===== src/common/psq_pkg.sv =====
// constants, types and behaviour list for the paired single quantizer
//
// Behaviour
// - load scale is 6-bit two's complement, -32 up to 31.
// - float type loads pass cache word unchanged, denormals included.
// - store moves operand to store queue first, then writes cache.
// - store adds store scale to exponent before mantissa shifting.
// - mantissa shifted until exponent is zero, giving integer magnitude.
// - sign and magnitude become two's complement before reduction.
// - reduction rounds toward zero, fraction bits discarded.
// - unsigned overflow saturates to 0, 255 or 65535.
// - signed overflow saturates to -128/127 or -32768/32767.
// - plus infinity or NaN with sign 0 gives positive saturation.
// - minus infinity or NaN with sign 1 gives negative saturation.
// - stored integer is operand times two to store scale, truncated, clamped.
// - float type stores pass operand to cache unchanged, except denormals.
// - float type store of a denormal writes 0.0.
// - dequantized float equals integer times two to minus load scale.
// - dequantize: sign-magnitude, normalize, subtract load scale from exponent.
// - types are signed or unsigned 8 or 16 bit against 32-bit float.
// - both operands of a pair use identical type and scale.
package psq_pkg;
  // ---------------------------------------------------------------
  // quant config register field layout
  // ---------------------------------------------------------------
  localparam int ST_TYPE_LSB = 0;
  localparam int STORE_SCALE_LSB = 8;
  localparam int LD_TYPE_LSB = 16;
  localparam int LOAD_SCALE_LSB = 24;
  localparam int TYPE_W = 3;
  localparam int SCALE_W = 6;
  // ---------------------------------------------------------------
  // quantized type codes
  // ---------------------------------------------------------------
  localparam logic [2:0] QT_FLOAT = 3'h0;
  localparam logic [2:0] QT_U8 = 3'h4;
  localparam logic [2:0] QT_U16 = 3'h5;
  localparam logic [2:0] QT_S8 = 3'h6;
  localparam logic [2:0] QT_S16 = 3'h7;
  // ---------------------------------------------------------------
  // float format and saturation values
  // ---------------------------------------------------------------
  localparam logic [7:0] FLT_BIAS = 8'h7f;
  localparam logic [7:0] FLT_EXP_MAX = 8'hff;
  localparam logic signed [17:0] U8_MAX = 18'sh000ff;
  localparam logic signed [17:0] U16_MAX = 18'sh0ffff;
  localparam logic signed [17:0] S8_MAX = 18'sh0007f;
  localparam logic signed [17:0] S8_MIN = -18'sh00080;
  localparam logic signed [17:0] S16_MAX = 18'sh07fff;
  localparam logic signed [17:0] S16_MIN = -18'sh08000;
  localparam logic signed [9:0] INT_EXP_LIMIT = 10'sh011;
  // ---------------------------------------------------------------
  // sequencer states
  // ---------------------------------------------------------------
  typedef enum logic [1:0] {
    ST_IDLE = 2'b00,
    ST_QUEUE = 2'b01,
    ST_CONV = 2'b10
  } seq_state_e;
endpackage : psq_pkg


===== src/common/conv_if.sv =====
// per-operand conversion carrier between sequencer and lane
`timescale 1ns/10ps
interface conv_if;
  logic [31:0] operand;
  logic store;
  logic [2:0] qtype;
  logic [5:0] scale;
  logic [31:0] result;
  modport ctrl (output operand, output store, output qtype, output scale, input result);
  modport lane (input operand, input store, input qtype, input scale, output result);
endinterface : conv_if


===== src/hdl/quant_lane.sv =====
// combinational quantize / dequantize of one operand
`timescale 1ns/10ps
module quant_lane (
  conv_if.lane io
);
  // ---------------------------------------------------------------
  // helpers
  // ---------------------------------------------------------------
  function automatic logic [3:0] lead_one(input logic [15:0] v);
    logic [3:0] p;
    p = 4'h0;
    for (int i = 0; i < 16; i++)
    begin
      if (v[i])
      begin
        p = 4'(i);
      end
    end
    return p;
  endfunction : lead_one

  logic sign;
  logic [7:0] fexp;
  logic [22:0] frac;
  logic signed [9:0] sc;
  logic signed [9:0] e_scaled;
  logic [39:0] shifted;
  logic [16:0] mag;
  logic signed [17:0] sval;
  logic signed [17:0] lo;
  logic signed [17:0] hi;
  logic is_int;
  logic is_sig;
  logic is16;
  logic [31:0] qres;
  logic signed [16:0] ival;
  logic [15:0] imag;
  logic [3:0] lead;
  logic [7:0] dexp;
  logic [38:0] norm;
  logic [31:0] dres;

  // ---------------------------------------------------------------
  // conversion
  // ---------------------------------------------------------------
  always_comb
  begin
    sign = io.operand[31];
    fexp = io.operand[30:23];
    frac = io.operand[22:0];
    sc = $signed({{4{io.scale[5]}}, io.scale}); // two's complement scale
    is_int = io.qtype[2];
    is_sig = (io.qtype == psq_pkg::QT_S8) || (io.qtype == psq_pkg::QT_S16);
    is16 = (io.qtype == psq_pkg::QT_U16) || (io.qtype == psq_pkg::QT_S16);
    // scale added to exponent before any shift
    e_scaled = $signed({2'b00, fexp}) - $signed({2'b00, psq_pkg::FLT_BIAS}) + sc;
    shifted = 40'h0;
    // shift until exponent is zero, fraction dropped toward zero
    if ((e_scaled >= 10'sh000) && (e_scaled < psq_pkg::INT_EXP_LIMIT) && (fexp != 8'h00))
    begin
      shifted = {16'h0000, 1'b1, frac} << e_scaled[4:0];
    end
    mag = shifted[39:23];
    sval = sign ? -$signed({1'b0, mag}) : $signed({1'b0, mag});
    lo = is_sig ? (is16 ? psq_pkg::S16_MIN : psq_pkg::S8_MIN) : 18'sh00000;
    hi = is_sig ? (is16 ? psq_pkg::S16_MAX : psq_pkg::S8_MAX)
                : (is16 ? psq_pkg::U16_MAX : psq_pkg::U8_MAX);
    if (!is_int)
    begin
      // float store passes, denormal becomes 0.0
      qres = ((fexp == 8'h00) && (frac != 23'h0)) ? 32'h00000000 : io.operand;
    end
    else if ((fexp == psq_pkg::FLT_EXP_MAX) || (e_scaled >= psq_pkg::INT_EXP_LIMIT))
    begin
      // infinities, NaNs and large values saturate by sign
      qres = {14'h0000, sign ? lo : hi};
    end
    else if (sval > hi)
    begin
      qres = {14'h0000, hi};
    end
    else if (sval < lo)
    begin
      qres = {14'h0000, lo};
    end
    else
    begin
      qres = {14'h0000, sval};
    end
    // dequantize: sign and magnitude by type
    if (is16)
    begin
      ival = is_sig ? $signed({io.operand[15], io.operand[15:0]}) : $signed({1'b0, io.operand[15:0]});
    end
    else
    begin
      ival = is_sig ? $signed({{9{io.operand[7]}}, io.operand[7:0]})
                    : $signed({9'h000, io.operand[7:0]});
    end
    imag = ival[16] ? 16'(-ival) : ival[15:0];
    lead = lead_one(imag);
    // exponent minus load scale gives I * 2^-S
    dexp = 8'($signed({2'b00, psq_pkg::FLT_BIAS}) + $signed({6'h00, lead}) - sc);
    norm = {23'h000000, imag} << (5'd23 - {1'b0, lead});
    dres = (imag == 16'h0000) ? 32'h00000000 : {ival[16], dexp, norm[22:0]};
    if (io.store)
    begin
      io.result = qres;
    end
    else
    begin
      io.result = is_int ? dres : io.operand; // float load unchanged
    end
  end
endmodule : quant_lane


===== src/hdl/paired_single_quantizer.sv =====
// paired single quantizer: handshake, sequencing and pair packing
`timescale 1ns/10ps
module paired_single_quantizer (
  input wire logic core_clk_i,
  input wire logic resetn_i,
  input wire logic req_valid_i,
  input wire logic req_store_i,
  input wire logic [31:0] quant_config_register_i,
  input wire logic [63:0] float_register_entry_i,
  input wire logic [63:0] ld_data_i,
  output logic req_ready_o,
  output logic freg_wr_valid_o,
  output logic [63:0] freg_wr_data_o,
  output logic stq_valid_o,
  output logic [63:0] stq_data_o,
  output logic dc_wr_valid_o,
  output logic [63:0] dc_wr_data_o
);
  typedef struct packed {
    psq_pkg::seq_state_e state;
    logic store;
    logic [2:0] qtype;
    logic [5:0] scale;
    logic [63:0] op;
    logic ready;
    logic freg_valid;
    logic [63:0] freg_data;
    logic stq_valid;
    logic [63:0] stq_data;
    logic dc_valid;
    logic [63:0] dc_data;
  } state_s;

  state_s st_r;
  state_s st_nxt;
  logic [1:0] rst_sync_r;
  logic rstn;
  conv_if lane_hi ();
  conv_if lane_lo ();

  // ---------------------------------------------------------------
  // helpers
  // ---------------------------------------------------------------
  // big-endian unpack of a cache pair into two operands
  function automatic logic [63:0] unpack(input logic [63:0] d, input logic [2:0] t);
    logic [63:0] r;
    r = d;
    if ((t == psq_pkg::QT_U16) || (t == psq_pkg::QT_S16))
    begin
      r = {16'h0000, d[63:48], 16'h0000, d[47:32]};
    end
    else if (t[2])
    begin
      r = {24'h000000, d[63:56], 24'h000000, d[55:48]};
    end
    return r;
  endfunction : unpack

  // big-endian pack of two converted values toward the cache
  function automatic logic [63:0] pack(input logic [31:0] a, input logic [31:0] b,
                                       input logic [2:0] t);
    logic [63:0] r;
    r = {a, b};
    if ((t == psq_pkg::QT_U16) || (t == psq_pkg::QT_S16))
    begin
      r = {a[15:0], b[15:0], 32'h00000000};
    end
    else if (t[2])
    begin
      r = {a[7:0], b[7:0], 48'h000000000000};
    end
    return r;
  endfunction : pack

  // ---------------------------------------------------------------
  // reset release
  // ---------------------------------------------------------------
  always_ff @(posedge core_clk_i or negedge resetn_i)
  begin
    if (!resetn_i)
    begin
      rst_sync_r <= 2'b00;
    end
    else
    begin
      rst_sync_r <= {rst_sync_r[0], 1'b1};
    end
  end
  assign rstn = rst_sync_r[1];

  // ---------------------------------------------------------------
  // lanes: both share type and scale
  // ---------------------------------------------------------------
  assign lane_hi.operand = st_r.op[63:32];
  assign lane_lo.operand = st_r.op[31:0];
  assign lane_hi.store = st_r.store;
  assign lane_lo.store = st_r.store;
  assign lane_hi.qtype = st_r.qtype;
  assign lane_lo.qtype = st_r.qtype;
  assign lane_hi.scale = st_r.scale;
  assign lane_lo.scale = st_r.scale;

  quant_lane u_lane_hi (
    .io(lane_hi)
  );

  quant_lane u_lane_lo (
    .io(lane_lo)
  );

  // ---------------------------------------------------------------
  // sequencer
  // ---------------------------------------------------------------
  always_comb
  begin
    st_nxt = st_r;
    st_nxt.freg_valid = 1'b0;
    st_nxt.stq_valid = 1'b0;
    st_nxt.dc_valid = 1'b0;
    unique case (st_r.state)
      psq_pkg::ST_IDLE:
      begin
        if (req_valid_i)
        begin
          // take one pair, stall until its result is out
          st_nxt.ready = 1'b0;
          st_nxt.store = req_store_i;
          if (req_store_i)
          begin
            st_nxt.qtype = quant_config_register_i[psq_pkg::ST_TYPE_LSB +: psq_pkg::TYPE_W];
            st_nxt.scale = quant_config_register_i[psq_pkg::STORE_SCALE_LSB +: psq_pkg::SCALE_W];
            st_nxt.op = float_register_entry_i;
            // operand goes to the store queue first
            st_nxt.stq_valid = 1'b1;
            st_nxt.stq_data = float_register_entry_i;
            st_nxt.state = psq_pkg::ST_QUEUE;
          end
          else
          begin
            st_nxt.qtype = quant_config_register_i[psq_pkg::LD_TYPE_LSB +: psq_pkg::TYPE_W];
            st_nxt.scale = quant_config_register_i[psq_pkg::LOAD_SCALE_LSB +: psq_pkg::SCALE_W];
            st_nxt.op = unpack(ld_data_i,
                               quant_config_register_i[psq_pkg::LD_TYPE_LSB +: psq_pkg::TYPE_W]);
            st_nxt.state = psq_pkg::ST_CONV;
          end
        end
      end
      psq_pkg::ST_QUEUE:
      begin
        st_nxt.state = psq_pkg::ST_CONV;
      end
      psq_pkg::ST_CONV:
      begin
        if (st_r.store)
        begin
          // converted pair to the cache after the queue push
          st_nxt.dc_valid = 1'b1;
          st_nxt.dc_data = pack(lane_hi.result, lane_lo.result, st_r.qtype);
        end
        else
        begin
          st_nxt.freg_valid = 1'b1;
          st_nxt.freg_data = {lane_hi.result, lane_lo.result};
        end
        st_nxt.ready = 1'b1;
        st_nxt.state = psq_pkg::ST_IDLE;
      end
      default:
      begin
        st_nxt.state = psq_pkg::ST_IDLE;
        st_nxt.ready = 1'b1;
      end
    endcase
  end

  always_ff @(posedge core_clk_i or negedge rstn)
  begin
    if (!rstn)
    begin
      st_r <= '{state: psq_pkg::ST_IDLE, ready: 1'b1, default: '0};
    end
    else
    begin
      st_r <= st_nxt;
    end
  end

  // ---------------------------------------------------------------
  // outputs
  // ---------------------------------------------------------------
  assign req_ready_o = st_r.ready;
  assign freg_wr_valid_o = st_r.freg_valid;
  assign freg_wr_data_o = st_r.freg_data;
  assign stq_valid_o = st_r.stq_valid;
  assign stq_data_o = st_r.stq_data;
  assign dc_wr_valid_o = st_r.dc_valid;
  assign dc_wr_data_o = st_r.dc_data;
endmodule : paired_single_quantizer


===== config.mk =====
export PLATFORM = sky130hd
export DESIGN_NAME = paired_single_quantizer
export DESIGN_NICKNAME = d
export VERILOG_FILES = /design/src/common/psq_pkg.sv /design/src/common/conv_if.sv /design/src/hdl/quant_lane.sv /design/src/hdl/paired_single_quantizer.sv
export SDC_FILE = /design/constraint.sdc
export NUM_CORES = 1
export LEC_CHECK = 0
export ABC_AREA = 0
export BUFFER_PORTS_ARGS = -buffer_cell sky130_fd_sc_hd__buf_2
export CORE_MARGIN = 4
export CORE_UTILIZATION = 37
export DETAILED_ROUTE_END_ITERATION = 8
export PLACE_DENSITY = 0.62
export SYNTH_ARGS = -nofsm -noshare
export SYNTH_HDL_FRONTEND = slang
export SYNTH_SLANG_ARGS = --single-unit

===== constraint.sdc =====
create_clock -name core_clk_i -period 19.3 [get_ports core_clk_i]
set_input_delay 2.895 -clock core_clk_i [delete_from_list [all_inputs] [get_ports core_clk_i]]
set_output_delay 2.895 -clock core_clk_i [all_outputs]
set_load 0.02 [all_outputs]

# --- After elaboration in Yosys (flattened, before gate mapping) ---
# Index checks and enable logic that the tools add are counted.
op_classes:
  magnitude_cmp: 10
  bitwise_logic: 2
  n_mux: 81
  shift: 4
  n_reduce_logical: 25
  add_sub_neg: 14
  n_eq_ne: 10
ops:
  columns: ["op", "n"]
  rows:
  - ["two-way mux 65 bit", 7]
  - ["two-way mux 32 bit", 14]
  - ["two-way mux 64 bit", 4]
  - ["two-way mux 18 bit", 8]
  - ["two-way mux 17 bit", 6]
  - ["two-way mux 40 bit", 2]
  - ["<< shifter 24 x 5 -> 40 bit", 2]
  - ["two-way mux 77 bit", 1]
  - ["two-way mux 73 bit", 1]
  - ["two-way mux 4 bit", 16]
  - ["two-way mux 16 bit", 3]
  - ["nonzero test 23 bit", 2]
  - ["<< shifter 16 x 5 -> 23 bit", 2]
  - ["> comparator 18 bit", 2]
  - ["< comparator 18 bit", 2]
  - ["negation 17 -> 18 bit", 2]
  - ["logical NOT 16 bit", 2]
  - ["negation 16 bit", 2]
  - ["two-way mux 15 bit", 2]
  - ["two-way mux 3 bit", 8]
  - ["adder 9 x 6 -> 10 bit", 2]
  - [">= comparator 10 x 1 -> 1 bit, second input constant", 2]
  - [">= comparator 10 x 6 -> 1 bit, second input constant", 2]
  - ["< comparator 10 x 6 -> 1 bit, second input constant", 2]
  - ["21 further kinds", 50]
totals:
  inputBits: 164
  regBits: 274

# --- Logic depth before layout (Yosys ltp) ---
logic_depth:
  word_depth: 30
  depth_mapped: 36

# --- Modules after synthesis ---
# Synthesis repeated with hierarchy kept, for this count alone.
unflattened:
  cells_unflattened: 2845
  hier_area_um2: 24592.3
modules_own_cells:
  columns: ["module", "area_per_inst_um2", "cells_per_inst", "instances"]
  rows:
  - ["paired_single_quantizer", 13336.5, 1201, 1]
  - ["quant_lane at u_lane_lo", 5849.4, 855, 1]
  - ["quant_lane at u_lane_hi", 5406.4, 789, 1]

# --- Least setup slack after synthesis ---
# No wires, ideal clock.
synth_timing:
  path_type: "register to register"
  startpoint: "register st_r, in the netlist lane_lo.operand[23]"
  endpoint: "register st_r, in the netlist dc_wr_data_o[48]"
  arrival_time_ps: 6814
  setup_time_ps: 77
  path_stages_with_launch: 35
  setup_slack_ps: 12409
  required_time_ps: 19223
  period_less_slack_ps: 6891
  n_path_buf: 6
  cell_sequence: "dfrtp_1 inv_1 ha_1 inv_1 fa_1 buf_6 buf_6 buf_2 buf_2 mux2_2 mux4_2 inv_1 mux4_2 nor2_1 inv_1 ha_1 buf_4 o221ai_1 or3b_1 buf_2 a31o_2 a32o_1 ha_1 nor2b_1 o21a_1 o21ai_0 a21oi_1 o2111ai_1 a32oi_1 and2_1 nand2_1 and3b_1 a221oi_2 mux2i_1 a21oi_1"
synth_between:
  elab_chain_len: 16
  elab_cells_between_ends: 26
synth_lines:
  columns: ["element", "line", "source"]
  rows:
  - ["from (decl)", "paired_single_quantizer.sv:34", "state_s st_r;"]
  - ["from (signal assigned)", "paired_single_quantizer.sv:184", "st_r <= st_nxt;"]
  - ["subtractor 8 x 7 -> 9 bit", "quant_lane.sv:56", "e_scaled = $signed({2'b00, fexp}) - $signed({2'b00, psq_pkg::FLT_BIAS}) + sc;"]
  - ["adder 9 x 6 -> 10 bit", "quant_lane.sv:56", null]
  - [">= comparator 10 x 1 -> 1 bit / < comparator 10 x 6 -> 1 bit (equally long branches)", "quant_lane.sv:59", "if ((e_scaled >= 10'sh000) && (e_scaled < psq_pkg::INT_EXP_LIMIT) && (fexp != 8'h00))"]
  - ["logical AND 1 bit (2 in a row)", "quant_lane.sv:59", null]
  - ["two-way mux 40 bit", "quant_lane.sv:59", null]
  - ["negation 17 -> 18 bit", "quant_lane.sv:64", "sval = sign ? -$signed({1'b0, mag}) : $signed({1'b0, mag});"]
  - ["two-way mux 18 bit", "quant_lane.sv:64", null]
  - ["< comparator 18 bit", "quant_lane.sv:82", "else if (sval < lo)"]
  - ["two-way mux 18 bit", "quant_lane.sv:82", null]
  - ["two-way mux 32 bit", "quant_lane.sv:78", "else if (sval > hi)"]
  - ["two-way mux 32 bit", "quant_lane.sv:73", "else if ((fexp == psq_pkg::FLT_EXP_MAX) || (e_scaled >= psq_pkg::INT_EXP_LIMIT))"]
  - ["two-way mux 32 bit (*)", "quant_lane.sv:68", "if (!is_int)"]
  - ["two-way mux 32 bit (*)", "quant_lane.sv:106", "if (io.store)"]
  - ["two-way mux 64 bit (*)", "paired_single_quantizer.sv:68", "else if (t[2])"]
  - ["two-way mux 64 bit (*)", "paired_single_quantizer.sv:64", "if ((t == psq_pkg::QT_U16) || (t == psq_pkg::QT_S16))"]
# Every way passes the cells marked *; elsewhere a longest branch is shown, timed or not.
# A chain may end at the register's enable or synchronous reset.

# --- Worst setup path in the final report ---
layout_timing:
  startpoint: "register st_r, in the netlist lane_lo.operand[23]"
  endpoint: "register st_r, in the netlist dc_wr_data_o[51]"
# The elaborated chain is that of the path after synthesis.

==> metrics.txt <==
outcome finished, final reports clean; Post-synth EDFFs 0; max-cap viol count 0; Worst Setup Start Kind flop; Area after DPL around 25000 um2; Worst Path Buf+Inv 2; Pleak ~11 nW; fin crit share 48.7%; Nets around 3200; Buffers on Ports 345; htree depth 2; Post-CTS Setup Repair Bufs 0; Clock transition at path regs 0.06 ns; leading area contributor after synthesis dfrtp_1; Synth top area share 28.1%; Rel. slew slack 22.8%; Synth warnings 0; first-pass GRT wire length 141000 um; vias per cell roughly 6.1; fin cells 3837; Place WS 10.29 ns; 1st-iter DRT viols 2675; wire length per cell approximately 25 um; fin. max-slew vios 0; Fmax ~0.11 GHz; most frequent cells in the layout buf_2, nand2_1, dfrtp_1; number of synthesized register bits 274; Power Total about 5.3 mW; Syn Area/Cell 8.24 um2; router iterations before antenna repair 6; TritonCTS Buffers 36; WP data required ~20 ns; unrepaired setup endpoints after global routing false; CTS Hold Buffers Added 0; Worst Path Arrival slightly below 10 ns; Cells after DPL 3774; Fin Setup TNS 0 ns; Max stage delay on crit path ~1.2 ns; Top delay family on crit path compound AO/OA/AOI/OAI gates; Initial Util 37.5%; worst slew pin tran 1.13 ns; Post-Syn Area approximately 24000 um2; clk buf depth 3; area grow syn2layout 8.27%; Hold Vio Cnt, Final 0; Clock Tree Root clkbuf_16; layout cell share with drive strength beyond 1 21.4%; DP Wirelength 71700 um; Total Routing Usage GR 26.0%; VDD IR max roughly 0.096 mV; Fill cells 6645; fin area 26300 um2; DRT antenna net count 0; critical path class flop to flop; post-synthesis cell type count 105; Max Fanout on Critical Path 42; worst skew pair latency 0.59 ns; routability congestion estimate 0.999; global route overflow 0; setup violators final 0; Layout Utilization 40.6%; FP Rows 93; post-route setup slack roughly 9.9 ns; clk sink count between 200 and 300; DRC errors left 0; ranking of synthesized cells by area dfrtp_1, buf_4, mux2i_1, nand2_1, mux2_2; DR vias 23300; Worst Hold Slack 0.357 ns; I/O pin count 360; Seq/Total Area, Yosys 28.2%; Worst setup EP type flop; worst hold path class flop to flop; TritonCTS clock tree built; Post-synth top flop dfrtp_1; initial antenna violation count 7; vias in the first global route approximately 22000; pwr dens 203 nW/um2; Net Count, Synth about 3200; asr flop ratio synth between 90% and 100%; Fin Clk Skew 0.0352 ns; Die Wd 264 um; ant diodes 0; slowest CP cell fa_2; Die ar. roughly 70000 um2; WL final 95200 um; largest net degree at the start of global routing 80; cell count after synthesis 2947; core area approximately 65000 um2; commonest non-fill, non-tap cell in the layout buf_2; Die Y between 200 and 300 um; post-CTS sizing 0; Tmin final 9.39 ns
cells by family (layout without fill, tap and decap cells):
kind of cell               after synthesis  in the layout  synth area share (%)
and+or+nand+nor                        942            942                  17.8
xor gates and xnor gates                66             66                  2.52
muxes                                  268            268                  13.0
other                                    1              1                0.0154
AOI/OAI and AO/OA                      827            827                  23.3
DFF                                    274            274                  28.2
adders and majority gates               78             78                  4.14
buffers and inverters                  491            526                  11.0
sequential cells by signal (all words and copies together) (netlist names):
name             flops
dc_wr_data_o        64
dc_wr_valid_o        1
freg_wr_data_o      64
freg_wr_valid_o      1
lane_hi.operand     32
lane_hi.qtype        3
lane_hi.scale        6
lane_hi.store        1
lane_lo.operand     32
req_ready_o          1
rst_sync_r           2
st_r                 2
stq_data_o          64
stq_valid_o          1
routing by layer:
metal	global-route usage [%]	wire (um)	up-vias
met5	0	7	-
met4	8.67	3320	2
met3	7.70	11100	200
met2	38.2	39800	1372
met1	36.5	41100	11100
li1	-	-	10600
worst reg2reg max path: stages (launching register included):
cell,delay (ns)
dfrtp_1,0.42
inv_1,0.21
ha_1,0.37
inv_1,0.06
fa_2,1.24
mux2i_1,0.53
mux2i_1,0.17
mux2_2,0.34
mux2i_1,0.30
o22ai_1,0.22
nand2_1,0.20
ha_1,0.38
o221ai_1,0.29
or3b_1,0.57
a22o_1,0.30
a211oi_1,0.20
a31oi_1,0.06
o21ai_0,0.60
ha_1,0.22
nand2_1,0.08
nor4_1,0.32
nand4_1,0.19
o21ai_2,0.70
a31oi_1,0.20
a2111oi_0,1.01
nor2_1,0.08
cell type report:
cell class,count,area (um2),share of cell area [%]
multi-input combinational,2182,14800,56.4
timing repair buffer,391,2070,7.89
tap,855,1070,4.07
clock inverter,17,221,0.842
sequential,274,6860,26.1
clock buffer,46,968,3.68
inverter,72,270,1.03
cell usage after synthesis (all sizes together), types with 37 or more instances:
master and n:
o21ai 183, a221oi 71, nand2 342, xnor2 38, a211oi 56, mux2i 137, nand3 79, nor2 272
dfrtp 273, nor3 51, clkbuf 161, inv 68, mux2 105, buf 258, o211ai 37, a31oi 50
ha 74, a21oi 163
path summary, 6_finish.rpt:
path                                      from                to  slack, ns  cells past startpoint
setup / recovery           lane_lo.operand[23]  dc_wr_data_o[51]       9.91                     25
hold / removal                   rst_sync_r[0]     rst_sync_r[1]       0.36                      0
setup reg to reg           lane_lo.operand[23]  dc_wr_data_o[51]       9.91                     25
hold reg to reg                  rst_sync_r[0]     rst_sync_r[1]       0.36                      0
max in group asynchronous        rst_sync_r[1]  dc_wr_data_o[15]      16.08                      3
min in group asynchronous        rst_sync_r[1]    stq_data_o[22]       0.39                      0
power breakdown:
group / switching, mW / internal [mW] / leakage [nW]
Clock: 0.294 / 0.392 / 0.575
Sequential: 0.256 / 0.765 / 3.27
Combinational: 2.32 / 1.32 / 7.55
No activity file was read; power rests on OpenSTA's default activity.
